`src/logic/slq_pkg.sv`:
```
`default_nettype none
package slq_pkg;

  // ************************************************************
  // byte layout of the query parameter
  // ************************************************************
  localparam int SLQ_BYTE_W = 8;
  localparam logic [7:0] SLQ_OFS_ID = 8'h00;
  localparam logic [7:0] SLQ_OFS_LEN = 8'h01;
  localparam logic [7:0] SLQ_OFS_ROWS = 8'h02;
  localparam logic [7:0] SLQ_OFS_ROWLEN = 8'h03;
  localparam logic [7:0] SLQ_OFS_HDR = 8'h04;

  // fixed header values
  localparam logic [7:0] SLQ_PARAM_ID = 8'h90;
  localparam logic [7:0] SLQ_PARAM_LEN = 8'h56;
  localparam logic [7:0] SLQ_NUM_ROWS = 8'h06;
  localparam logic [7:0] SLQ_ROW_LEN = 8'h0e;
  localparam logic [7:0] SLQ_ASCII_F = 8'h46;
  localparam logic [7:0] SLQ_ASCII_C = 8'h43;
  // last valid offset follows from the length byte
  localparam logic [7:0] SLQ_TBL_LAST = SLQ_OFS_LEN + SLQ_PARAM_LEN;
  // cycle count meaning "not supported in this band"
  localparam logic [7:0] SLQ_NA = 8'hff;
  // filler for offsets beyond the parameter
  localparam logic [7:0] SLQ_OOR_DATA = 8'h00;
  // pointer value so that the first advance lands on offset zero
  localparam logic [7:0] SLQ_PTR_RST = 8'hff;

  // ************************************************************
  // commands and opcodes, column order of the table
  // ************************************************************
  localparam int SLQ_NUM_CMDS = 6;
  localparam int SLQ_NUM_OPC = 2 * SLQ_NUM_CMDS;
  localparam logic [7:0] SLQ_OPC [0:SLQ_NUM_OPC-1] = '{
    8'h03, 8'h13, 8'h0b, 8'h0c, 8'h3b, 8'h3c,
    8'h6b, 8'h6c, 8'hbb, 8'hbc, 8'heb, 8'hec};

  typedef enum logic [2:0] {
    SLQ_CMD_READ, SLQ_CMD_FAST, SLQ_CMD_DUAL_OUT,
    SLQ_CMD_QUAD_OUT, SLQ_CMD_DUAL_IO, SLQ_CMD_QUAD_IO
  } slq_cmd_e;

  // ************************************************************
  // data rows: freq, code, then mode/latency pairs per command
  // ************************************************************
  localparam int SLQ_DATA_ROWS = 5;
  localparam int SLQ_COL_FREQ = 0;
  localparam int SLQ_COL_CODE = 1;
  localparam int SLQ_COL_PAIR0 = 2;
  typedef logic [0:13][7:0] slq_row_t;
  localparam slq_row_t SLQ_ROWS [0:SLQ_DATA_ROWS-1] = '{
    {8'h32, 8'h03, 8'h00, 8'h00, 8'h00, 8'h00, 8'h00, 8'h00,
     8'h00, 8'h00, 8'h04, 8'h00, 8'h02, 8'h01},
    {8'h50, 8'h00, 8'hff, 8'hff, 8'h00, 8'h08, 8'h00, 8'h08,
     8'h00, 8'h08, 8'h04, 8'h00, 8'h02, 8'h04},
    {8'h5a, 8'h01, 8'hff, 8'hff, 8'h00, 8'h08, 8'h00, 8'h08,
     8'h00, 8'h08, 8'h04, 8'h01, 8'h02, 8'h04},
    {8'h68, 8'h02, 8'hff, 8'hff, 8'h00, 8'h08, 8'h00, 8'h08,
     8'h00, 8'h08, 8'h04, 8'h02, 8'h02, 8'h05},
    {8'h85, 8'h02, 8'hff, 8'hff, 8'h00, 8'h08, 8'hff, 8'hff,
     8'hff, 8'hff, 8'hff, 8'hff, 8'hff, 8'hff}};

  // ************************************************************
  // carriers
  // ************************************************************
  typedef struct packed {
    logic start;
    logic next;
    logic [7:0] addr;
  } slq_qry_req_s;

  typedef struct packed {
    logic vld;
    logic [7:0] data;
    logic last;
    logic oor;
  } slq_qry_rsp_s;

  typedef struct packed {
    logic vld;
    logic [7:0] opcode;
    logic [1:0] lat_code;
  } slq_cmd_req_s;

  typedef struct packed {
    logic vld;
    logic known;
    logic four_byte;
    logic supported;
    slq_cmd_e cmd;
    logic [7:0] mode;
    logic [7:0] lat;
    logic [8:0] wait_cycles;
  } slq_cmd_rsp_s;

endpackage : slq_pkg
`default_nettype wire

```
`src/logic/slq_rom.sv`:
```
`timescale 1ns/1ps
`default_nettype none
module slq_rom (
  // byte offset within the parameter
  input wire logic [7:0] addr,
  // byte at that offset
  output logic [7:0] data,
  output logic oor
);
  import slq_pkg::*;

  logic [7:0] rel;
  logic [7:0] row;
  logic [7:0] col;

  // ************************************************************
  // combinational table read
  // ************************************************************
  // rows are computed, not stored flat, so each figure sits once in the package
  always_comb begin
    rel = addr - SLQ_OFS_HDR;
    row = rel / SLQ_ROW_LEN;
    col = rel % SLQ_ROW_LEN;
    data = SLQ_OOR_DATA;
    oor = 1'b0;
    if (addr > SLQ_TBL_LAST) begin
      oor = 1'b1;
    end else if (addr == SLQ_OFS_ID) begin
      data = SLQ_PARAM_ID;
    end else if (addr == SLQ_OFS_LEN) begin
      data = SLQ_PARAM_LEN;
    end else if (addr == SLQ_OFS_ROWS) begin
      data = SLQ_NUM_ROWS;
    end else if (addr == SLQ_OFS_ROWLEN) begin
      data = SLQ_ROW_LEN;
    end else if (row == 8'h00) begin
      // header row: column titles then opcode labels
      if (col == 8'h00) begin
        data = SLQ_ASCII_F;
      end else if (col == 8'h01) begin
        data = SLQ_ASCII_C;
      end else begin
        data = SLQ_OPC[4'(col - 8'h02)];
      end
    end else begin
      data = SLQ_ROWS[3'(row - 8'h01)][4'(col)];
    end
  end

endmodule : slq_rom
`default_nettype wire

```
`src/logic/slq_table.sv`:
```
`timescale 1ns/1ps
`default_nettype none
// Operation
// byte zero of the parameter reads as its identifier, 90h
// byte one holds following-byte count 56h; six rows of fourteen bytes
// header row: ASCII F, ASCII C, then the twelve read opcodes
// plain read decodes as 03h (3-byte) and 13h (4-byte)
// fast read decodes as 0Bh and 0Ch
// dual-output read decodes as 3Bh and 3Ch
// quad-output read decodes as 6Bh and 6Ch
// dual I/O read decodes as BBh and BCh
// quad I/O read decodes as EBh and ECh
// rows open with frequency limit then code; row two is 50 MHz, 11b
// code 11b: plain, fast, dual-out, quad-out use no mode, no latency
// code 11b: dual I/O four mode; quad I/O two mode, one latency
// row three allows 80 MHz with code 00b
// FFh counts mean unsupported; plain read unsupported at 80 MHz
// code 00b: fast and output reads zero mode, eight latency
// code 00b: dual I/O four mode, zero latency
// code 00b: quad I/O two mode, four latency
// row four: 90 MHz, 01b; dual I/O four mode one latency
// row five: 104 MHz, 10b; dual I/O two, quad I/O five latency
// row six: 133 MHz, 10b; only fast read, eight latency
// cycle counts come from the row matching the configured latency code
// host picks a code fast enough and waits the listed cycles
module slq_table (
  // clock and reset
  input wire logic mclk,
  input wire logic sys_rst,
  // query space byte reads
  input wire slq_pkg::slq_qry_req_s qry_req,
  output slq_pkg::slq_qry_rsp_s qry_rsp,
  // read command lookup
  input wire slq_pkg::slq_cmd_req_s cmd_req,
  output slq_pkg::slq_cmd_rsp_s cmd_rsp,
  // inserted-cycle timing
  output logic dummy_busy,
  output logic data_go
);
  import slq_pkg::*;

  // ************************************************************
  // elaboration checks
  // ************************************************************
  // the rom and the pair indexing assume this exact geometry
  if (SLQ_NUM_OPC != 12 || SLQ_DATA_ROWS != 5) begin : g_geom_chk
    $error("slq_table: table geometry does not match the decoder");
  end

  // ************************************************************
  // state
  // ************************************************************
  typedef struct packed {
    logic [7:0] qptr;
    slq_qry_rsp_s qry;
    slq_cmd_rsp_s cmd;
    logic [8:0] cnt;
    logic busy;
    logic go;
  } slq_state_s;

  slq_state_s st_ff;
  slq_state_s nxt_st;

  // ************************************************************
  // query byte path
  // ************************************************************
  logic [7:0] q_addr;
  logic [7:0] q_data;
  logic q_oor;

  // start jumps to an offset, next walks on from the last byte returned;
  // start wins when both are raised so a host can always resynchronise
  always_comb begin
    if (qry_req.start) begin
      q_addr = qry_req.addr;
    end else begin
      q_addr = st_ff.qptr + 8'h01;
    end
  end

  slq_rom u_rom (
    .addr(q_addr),
    .data(q_data),
    .oor(q_oor)
  );

  // ************************************************************
  // opcode decode
  // ************************************************************
  logic [SLQ_NUM_OPC-1:0] opc_hit;
  logic [SLQ_DATA_ROWS-1:0] row_hit;

  // one comparator per opcode; even entries are 3-byte, odd are 4-byte
  for (genvar gi = 0; gi < SLQ_NUM_OPC; gi++) begin : g_opc
    assign opc_hit[gi] = (cmd_req.opcode == SLQ_OPC[gi]);
  end

  // one comparator per data row on its latency code byte
  for (genvar gr = 0; gr < SLQ_DATA_ROWS; gr++) begin : g_row
    assign row_hit[gr] = (SLQ_ROWS[gr][SLQ_COL_CODE][1:0] == cmd_req.lat_code);
  end

  logic dec_known;
  logic dec_four;
  logic [2:0] dec_idx;

  // priority encode the opcode hit; at most one can be set
  always_comb begin
    dec_known = 1'b0;
    dec_four = 1'b0;
    dec_idx = 3'h0;
    for (int i = 0; i < SLQ_NUM_OPC; i++) begin
      if (opc_hit[i] && !dec_known) begin
        dec_known = 1'b1;
        dec_four = 1'(i % 2);
        dec_idx = 3'(i / 2);
      end
    end
  end

  // ************************************************************
  // row select and cycle lookup
  // ************************************************************
  logic row_found;
  logic [2:0] row_sel;
  logic [7:0] lk_mode;
  logic [7:0] lk_lat;
  logic lk_ok;

  // code 10b labels two rows; the lower band is taken since it lists
  // five of the six commands, the upper only fast read; limitation noted for the host
  always_comb begin
    row_found = 1'b0;
    row_sel = 3'h0;
    for (int r = 0; r < SLQ_DATA_ROWS; r++) begin
      if (row_hit[r] && !row_found) begin
        row_found = 1'b1;
        row_sel = 3'(r);
      end
    end
  end

  // pair index 2k is mode cycles, 2k+1 latency cycles for command k
  always_comb begin
    lk_mode = SLQ_ROWS[row_sel][4'(SLQ_COL_PAIR0) + 4'({dec_idx, 1'b0})];
    lk_lat = SLQ_ROWS[row_sel][4'(SLQ_COL_PAIR0) + 4'({dec_idx, 1'b1})];
    // all ones in either byte marks the command unsupported
    lk_ok = dec_known && row_found && (lk_mode != SLQ_NA) && (lk_lat != SLQ_NA);
  end

  // ************************************************************
  // next state
  // ************************************************************
  always_comb begin
    nxt_st = st_ff;
    nxt_st.qry.vld = 1'b0;
    nxt_st.cmd.vld = 1'b0;
    nxt_st.go = 1'b0;

    // query byte returned one cycle after the request
    if (qry_req.start || qry_req.next) begin
      nxt_st.qptr = q_addr;
      nxt_st.qry.vld = 1'b1;
      nxt_st.qry.data = q_data;
      nxt_st.qry.oor = q_oor;
      nxt_st.qry.last = (q_addr == SLQ_TBL_LAST);
    end

    // countdown of inserted cycles; ends with a single go pulse
    if (st_ff.busy) begin
      nxt_st.cnt = st_ff.cnt - 9'h001;
      if (st_ff.cnt == 9'h001) begin
        nxt_st.busy = 1'b0;
        nxt_st.go = 1'b1;
      end
    end

    // lookup answered one cycle after the request; a new command
    // restarts the countdown rather than queueing behind the old one
    if (cmd_req.vld) begin
      nxt_st.cmd.vld = 1'b1;
      nxt_st.cmd.known = dec_known;
      nxt_st.cmd.four_byte = dec_four;
      nxt_st.cmd.supported = lk_ok;
      nxt_st.cmd.cmd = slq_cmd_e'(dec_idx);
      nxt_st.cmd.mode = dec_known ? lk_mode : SLQ_NA;
      nxt_st.cmd.lat = dec_known ? lk_lat : SLQ_NA;
      nxt_st.cmd.wait_cycles = {1'b0, lk_mode} + {1'b0, lk_lat};
      nxt_st.busy = 1'b0;
      nxt_st.cnt = 9'h000;
      if (lk_ok) begin
        if (({1'b0, lk_mode} + {1'b0, lk_lat}) == 9'h000) begin
          nxt_st.go = 1'b1;
        end else begin
          nxt_st.busy = 1'b1;
          nxt_st.cnt = {1'b0, lk_mode} + {1'b0, lk_lat};
        end
      end else begin
        nxt_st.go = 1'b0;
        nxt_st.cmd.wait_cycles = 9'h000;
      end
    end
  end

  // ************************************************************
  // state register
  // ************************************************************
  always_ff @(posedge mclk) begin
    if (sys_rst) begin
      st_ff <= '0;
      st_ff.qptr <= SLQ_PTR_RST;
    end else begin
      st_ff <= nxt_st;
    end
  end

  // ************************************************************
  // outputs straight from the state register
  // ************************************************************
  assign qry_rsp = st_ff.qry;
  assign cmd_rsp = st_ff.cmd;
  assign dummy_busy = st_ff.busy;
  assign data_go = st_ff.go;

endmodule : slq_table
`default_nettype wire

```
`config.mk`:
```
export PLATFORM = sky130hd
export DESIGN_NAME = slq_table
export DESIGN_NICKNAME = d
export VERILOG_FILES = /design/src/logic/slq_pkg.sv /design/src/logic/slq_rom.sv /design/src/logic/slq_table.sv
export SDC_FILE = /design/constraint.sdc
export NUM_CORES = 1
export LEC_CHECK = 0
export BUFFER_PORTS_ARGS = -buffer_cell sky130_fd_sc_hd__buf_2
export CAP_MARGIN = 15
export CORE_MARGIN = 5
export CORE_UTILIZATION = 52
export CTS_CLUSTER_DIAMETER = 30
export CTS_CLUSTER_SIZE = 25
export DETAILED_ROUTE_END_ITERATION = 12
export GPL_ROUTABILITY_DRIVEN = 0
export GPL_TIMING_DRIVEN = 0
export PLACE_DENSITY = 0.82
export SYNTH_ARGS = -nofsm -noshare
export SYNTH_HDL_FRONTEND = slang
export SYNTH_SLANG_ARGS = --single-unit
```
`constraint.sdc`:
```
create_clock -name mclk -period 6.45 [get_ports mclk]
set_input_delay 0.645 -clock mclk [delete_from_list [all_inputs] [get_ports mclk]]
set_output_delay 0.645 -clock mclk [all_outputs]
set_load 0.01 [all_outputs]
```
## Yosys cells after proc, flatten, opt, wreduce, memory -nomap -nowiden

Memory sizes are Yosys's and may differ from the RTL's.
Index checks and enable logic that the tools add are counted.

| cells by class | value |
|---|---|
| add/sub/neg operators | 8 |
| divide/modulo/power cells | 2 |
| order comparisons | 7 |
| equality and inequality tests | 23 |
| multiplexer cells | 78 |
| bitwise logic cells | 6 |
| reductions and logical operators | 40 |

Operator list:

| kind | count |
|---|---|
| $mux W112 | 4 |
| $mux W8 | 19 |
| $bmux W8 S4 | 3 |
| $mux W43 | 1 |
| $mux W3 | 12 |
| $mux W1 | 33 |
| $eq A8 B8 Y1 const B | 4 |
| $eq A8 B2 Y1 const B | 3 |
| $eq A8 B7 Y1 const B | 3 |
| $logic_not A8 Y1 | 3 |
| $mux W11 | 2 |
| $ge A5 B5 Y1 const B | 4 |
| $mux W10 | 2 |
| $not A4 Y5 | 4 |
| $logic_and A1 B1 Y1 | 18 |
| $eq A8 B1 Y1 const B | 2 |
| $eq A8 B4 Y1 const B | 2 |
| $eq A8 B6 Y1 const B | 2 |
| $ne A8 B8 Y1 const B | 2 |
| $logic_not A1 Y1 | 15 |
| $add A8 B8 Y9 | 1 |
| $eq A9 B1 Y1 const B | 1 |
| $logic_not A9 Y1 | 1 |
| $mux W9 | 1 |
| other kinds (18) | 22 |

| word-level totals | value |
|---|---|
| register bits after elaboration | 62 |
| ROM bits | 1920 |
| bits of input ports | 23 |
| word-level logic and storage cells | 183 |
| memories kept | 3 |

Memories:

| memory | words | bits a word | read ports | clocked after memory_dff | wr ports | line | RTL |
|---|---|---|---|---|---|---|---|
| (no name shown) | 8 | 112 | 1 | 0 | 0 | slq_rom.sv:46 | `data = SLQ_ROWS[3'(row - 8'h01)][4'(col)];` |
| (no name shown) | 8 | 112 | 1 | 0 | 0 | slq_table.sv:147 | `lk_lat = SLQ_ROWS[row_sel][4'(SLQ_COL_PAIR0) + 4'({dec_idx, 1'b1})];` |
| (no name shown) | 16 | 8 | 1 | 0 | 0 | slq_rom.sv:43 | `data = SLQ_OPC[4'(col - 8'h02)];` |

## Logic depth before layout (Yosys ltp)

| depth | value |
|---|---|
| depth after elaboration | 45 |
| mapped depth | 25 |
| depth with buffers taken out | 24 |

## Modules after synthesis

Synthesis repeated with hierarchy kept, for this count alone.

| second synthesis, totals | value |
|---|---|
| cells, all modules | 787 |
| area, all modules | 5629.1 um^2 |

By module, submodules not included:

| module | instances | cells each | area an instance (um^2) |
|---|---|---|---|
| slq_table | 1 | 485 | 3716.1 |
| slq_rom | 1 | 302 | 1913.1 |

## Worst setup path after synthesis

Ideal clock, no wire load.

| path | value |
|---|---|
| path kind | input -> register |
| from | input qry_req[9] (netlist bit) |
| to | register st_ff (netlist bit qry_rsp[3]) |
| arrival | 5.191 ns |
| required time | 6.375 ns |
| slack | 1.184 ns |
| cell stages on the path | 21 |
| buffers on the path | 2 |
| cell sequence | buf_2 -> a311oi_1 -> a41oi_1 -> o21ai_0 -> ha_1 -> inv_1 -> nor2_1 -> a21oi_2 -> nand2_1 -> and3_1 -> o31ai_2 -> nand4_1 -> a32oi_2 -> ha_1 -> o21a_1 -> buf_4 -> inv_2 -> ha_1 -> o311a_1 -> a21o_1 -> a22oi_2 |

| on the way | value |
|---|---|
| longest elaborated chain between the ends | 17 |

Ends and longest elaborated chain:

| what | line | RTL |
|---|---|---|
| start, declared | slq_table.sv:31 | `input wire slq_pkg::slq_qry_req_s qry_req,` |
| $mux W8 | slq_table.sv:75 | `if (qry_req.start) begin` |
| $sub A8 B3 Y8 | slq_rom.sv:21 | `rel = addr - SLQ_OFS_HDR;` |
| $div A8 B4 Y8 | slq_rom.sv:22 | `row = rel / SLQ_ROW_LEN;` |
| $sub A3 B1 Y3 | slq_rom.sv:46 |  |
| $not A3 Y4 (not written as such) | slq_rom.sv:46 |  |
| $mem_v2 Z8 W112 | n/a |  |
| $mux W112 (not written as such) (2 in series) | slq_rom.sv:46 |  |
| $bmux W8 S4 | slq_rom.sv:46 |  |
| $mux W8 (not written as such) (2 in series) | slq_rom.sv:46 |  |
| $mux W8 | slq_rom.sv:36 | `end else if (row == 8'h00) begin` |
| $mux W8 | slq_rom.sv:34 | `end else if (addr == SLQ_OFS_ROWLEN) begin` |
| $mux W8 | slq_rom.sv:32 | `end else if (addr == SLQ_OFS_ROWS) begin` |
| $mux W8 | slq_rom.sv:30 | `end else if (addr == SLQ_OFS_LEN) begin` |
| $mux W8 | slq_rom.sv:28 | `end else if (addr == SLQ_OFS_ID) begin` |
| $mux W8 | slq_rom.sv:26 | `if (addr > SLQ_TBL_LAST) begin` |
| end signal, assigned | slq_table.sv:214 | `st_ff <= nxt_st;` |
| end, declared | slq_table.sv:62 | `slq_state_s st_ff;` |

Several ways; a longest one is shown, not always the timed one. The select of a mux whose other input is x is not followed.
A chain may end at the register's enable or synchronous reset.

## Worst setup path in the final report

| path | value |
|---|---|
| from | register st_ff[54] (netlist bit) |
| to | register st_ff (netlist bit qry_rsp[7]) |

| on the way | value |
|---|---|
| longest elaborated chain between the ends | 18 |

Ends and longest elaborated chain:

| what | line | RTL |
|---|---|---|
| $add A8 B1 Y8 (*) | slq_table.sv:78 | `q_addr = st_ff.qptr + 8'h01;` |
| $mux W8 (*) | slq_table.sv:75 |  |
| $sub A8 B3 Y8 | slq_rom.sv:21 |  |
| $div A8 B4 Y8 | slq_rom.sv:22 |  |
| $sub A3 B1 Y3 | slq_rom.sv:46 |  |
| $not A3 Y4 (not written as such) | slq_rom.sv:46 |  |
| $mem_v2 Z8 W112 | n/a |  |
| $mux W112 (not written as such) (2 in series) | slq_rom.sv:46 |  |
| $bmux W8 S4 | slq_rom.sv:46 |  |
| $mux W8 (not written as such) (2 in series) | slq_rom.sv:46 |  |
| $mux W8 | slq_rom.sv:36 |  |
| $mux W8 | slq_rom.sv:34 |  |
| $mux W8 | slq_rom.sv:32 |  |
| $mux W8 | slq_rom.sv:30 |  |
| $mux W8 | slq_rom.sv:28 |  |
| $mux W8 (*) | slq_rom.sv:26 |  |

Every way passes the cells marked *; elsewhere a longest branch is shown, timed or not. The select of a mux whose other input is x is not followed.

==> run metrics <==
first-pass iteration count of the detailed router=6; Synth-to-Final Area Change=12.8%; total wire length after detailed routing=roughly 16 mm; maximum clock path buffer count=2; RSZ-0062 raised after global routing=no; root buffer selected by CTS=clkbuf_8; average footprint of a synthesized cell=7.51 µm²; via count of the first global-routing pass=~5700; Post-CTS Setup Repair Bufs=0; initial DRC count=864; die area=about 13000 µm²; Worst setup EP type=register; IO Port Bufs=66; H-Tree Depth=3; vias post-DR=between 6000 and 7000; share of final-layout standard cells stronger than drive strength 1=roughly a fifth; total power density per cell area=around 300 nW/µm²; cells resized by post-CTS repair=0; area share of the largest cell type after synthesis=between 20% and 30%; # IOs=roughly 70; final core utilization=59.6%; cell area after layout=6130 µm²; Max Transition Viols Final=0; global routing usage summed across all routing layers=24.6%; crit path kind=reg -> reg; post-layout minimum cycle time=between 5 and 6 ns; Sum Neg Setup Slack=0 ns; clk sinks=between 50 and 60; primary flip-flop cell chosen by synthesis mapping=dfxtp_1; worst path required time=6.69 ns; Overflow after GRT=0; post-route fraction of the period consumed by the critical path=between 90 and 100%; average routed wire per standard cell=16.9 µm; path type of the worst min-delay path=reg -> reg; worst slew slack as a fraction of its limit=about 57%; unique cell type count in the Yosys netlist=92; Worst Path Arrival=about 6.2 ns; post-synthesis instance total=723; number of buffers added to fix hold violations after cts=0; Detail Route Antenna Nets=0; result of the run=finished, final reports clean; top cell type by total area after synthesis=dfxtp_1; critical path startpoint category=register; filler cell count in the final layout=910; share of the yosys chip area belonging to registers=roughly a fifth; synthesized netlist net count=just under 800; Rows=37; clock tree from TritonCTS=yes; TritonCTS buffer count=9; cell with the most instances after synthesis=nor2_1; number of synthesized register bits=between 50 and 60; die extent in x=112 µm; remaining design rule violation count=0; Finish-stage setup viols=0; crit path max fanout=10; net count reported at finish=853; detailed placer's ending HPWL=roughly 12 mm; CTS clock-pin slew for the worst setup and hold paths=0.07 ns; Placed Instance Area=approximately 5900 µm²; Starting Density=about 53%; antenna violations before repair=1; number of max-cap violations=0; leakage component of the power=~2.6 nW; Chip Height=112 µm; largest vdd supply drop=154 µV; number of enable-type register cells in the synthesized netlist=0; worst slew pin tran=between 0.6 and 0.7 ns; # diodes=0; Hold Vio Cnt, Final=0; most numerous cell types in the synthesized netlist=nor2_1 (79), dfxtp_1 (58), nand2_1 (55), buf_4 (46), nor3_1 (39); Syn. warnings=0; Fin Clk Skew=0.00655 ns; Core ar.=10300 µm²; async set-or-reset flop fraction in the synthesized netlist=0%; worst skew pair latency=approximately 0.34 ns; biggest area contributors in the synthesized netlist=dfxtp_1 (21%), ha_1 (6.7%), buf_4 (6.4%), nor2_1 (5.5%), nand2_1 (3.8%); maximum frequency from static timing analysis=between 0.15 and 0.2 GHz; first-pass GRT wire length=26.6 mm; largest net degree at the start of global routing=11; via/cell ratio=6.43; Synth Cell Area=5430 µm²
worst max-delay path, cell delays in order (launching register included):
cell and delay [ns]:
dfxtp_1 0.48, ha_1 0.20, clkbuf_1 0.26, xnor2_1 0.16, o21a_1 0.34, ha_1 0.26
inv_1 0.09, nor2_1 0.20, a21o_1 0.23, a21oi_1 0.12, or2_1 0.25, clkbuf_1 0.20
a311o_1 0.38, a21oi_1 0.36, a21oi_1 0.20, a22o_4 0.29, inv_2 0.10, ha_1 0.15
inv_1 0.04, ha_1 0.36, clkbuf_1 0.38, o311ai_0 0.22, nand2_1 0.15, a31oi_1 0.14
o31ai_1 0.26
kinds of logic after synthesis:
group	share of synthesized area, %
multiplexers	0.875
buffers and inverters	12.1
adder cells (fa/ha/maj)	7.05
AO/OA/AOI/OAI	33.2
AND/OR/NAND/NOR	22.0
XOR/XNOR	3.39
flip-flops	21.4
state kept, by name, summed over array words and instances, names as in the netlist:
name,cells
st_ff,17
dummy_busy,1
qry_rsp,11
cmd_rsp,28
data_go,1
report_power, final:
group          switching (mW)  internal (mW)
combinational           0.697          0.424
sequential             0.0190          0.381
clock                   0.148          0.189
routing by layer:
metal / global-route usage [%] / up-vias / share of wire [%]
met1: 31.7 / 2773 / 42
met5: 0 / - / 0.082
met3: 4.53 / 77 / 9.4
li1: - / 2823 / -
met2: 39.4 / 374 / 45
met4: 12.2 / 2 / 4.0
placed cells by master (no fill, tap or decap), drive strengths merged, types with 14 or more instances in the layout:
| cell type | n |
|---|---|
| buf | 126 |
| nor2 | 79 |
| dfxtp | 58 |
| nand2 | 55 |
| clkbuf | 41 |
| o21ai | 40 |
| nor3 | 39 |
| a21oi | 34 |
| inv | 32 |
| ha | 29 |
| a31oi | 15 |
| nand3 | 15 |
| xnor2 | 14 |
stage by stage:
stage / std cells / hold WS, ns / total power, mW / setup WS [ns]
2_1_floorplan: 723 / 0.423 / 1.24 / 1.18
3_3_place_gp: 925 / 0.435 / 1.46 / 0.287
3_5_place_dp: 925 / 0.443 / 1.49 / 0.164
4_1_cts: 941 / 0.458 / 1.83 / 0.504
5_1_grt: 941 / 0.486 / 1.97 / 0.0687
6_report: 941 / 0.455 / 1.86 / 0.497
cell type report:
type | count | area, µm² | area share [%]
clock inverters | 4 | 51.3 | 0.837
multi-input cells | 543 | 3610 | 58.9
inverters | 33 | 124 | 2.02
plain buffers | 89 | 534 | 8.72
flip-flops and latches | 58 | 1160 | 18.9
repair buffers | 66 | 330 | 5.39
clock buffers | 12 | 145 | 2.37
well taps | 136 | 170 | 2.78
path summary, 6_finish.rpt:
| kind | from | endpoint | slack (ns) | depth (start not counted) |
|---|---|---|---|---|
| hold reg to reg | cmd_rsp[1]$_SDFFE_PP0P_ | cmd_rsp[1]$_SDFFE_PP0P_ | 0.45 | 2 |
| setup / recovery | st_ff[54]$_SDFFE_PP1P_ | qry_rsp[7]$_SDFFE_PP0P_ | 0.50 | 24 |
| setup reg to reg | st_ff[54]$_SDFFE_PP1P_ | qry_rsp[7]$_SDFFE_PP0P_ | 0.50 | 24 |
| hold / removal | cmd_rsp[1]$_SDFFE_PP0P_ | cmd_rsp[1]$_SDFFE_PP0P_ | 0.45 | 2 |
Note: power is estimated with default switching activity, not from simulation.
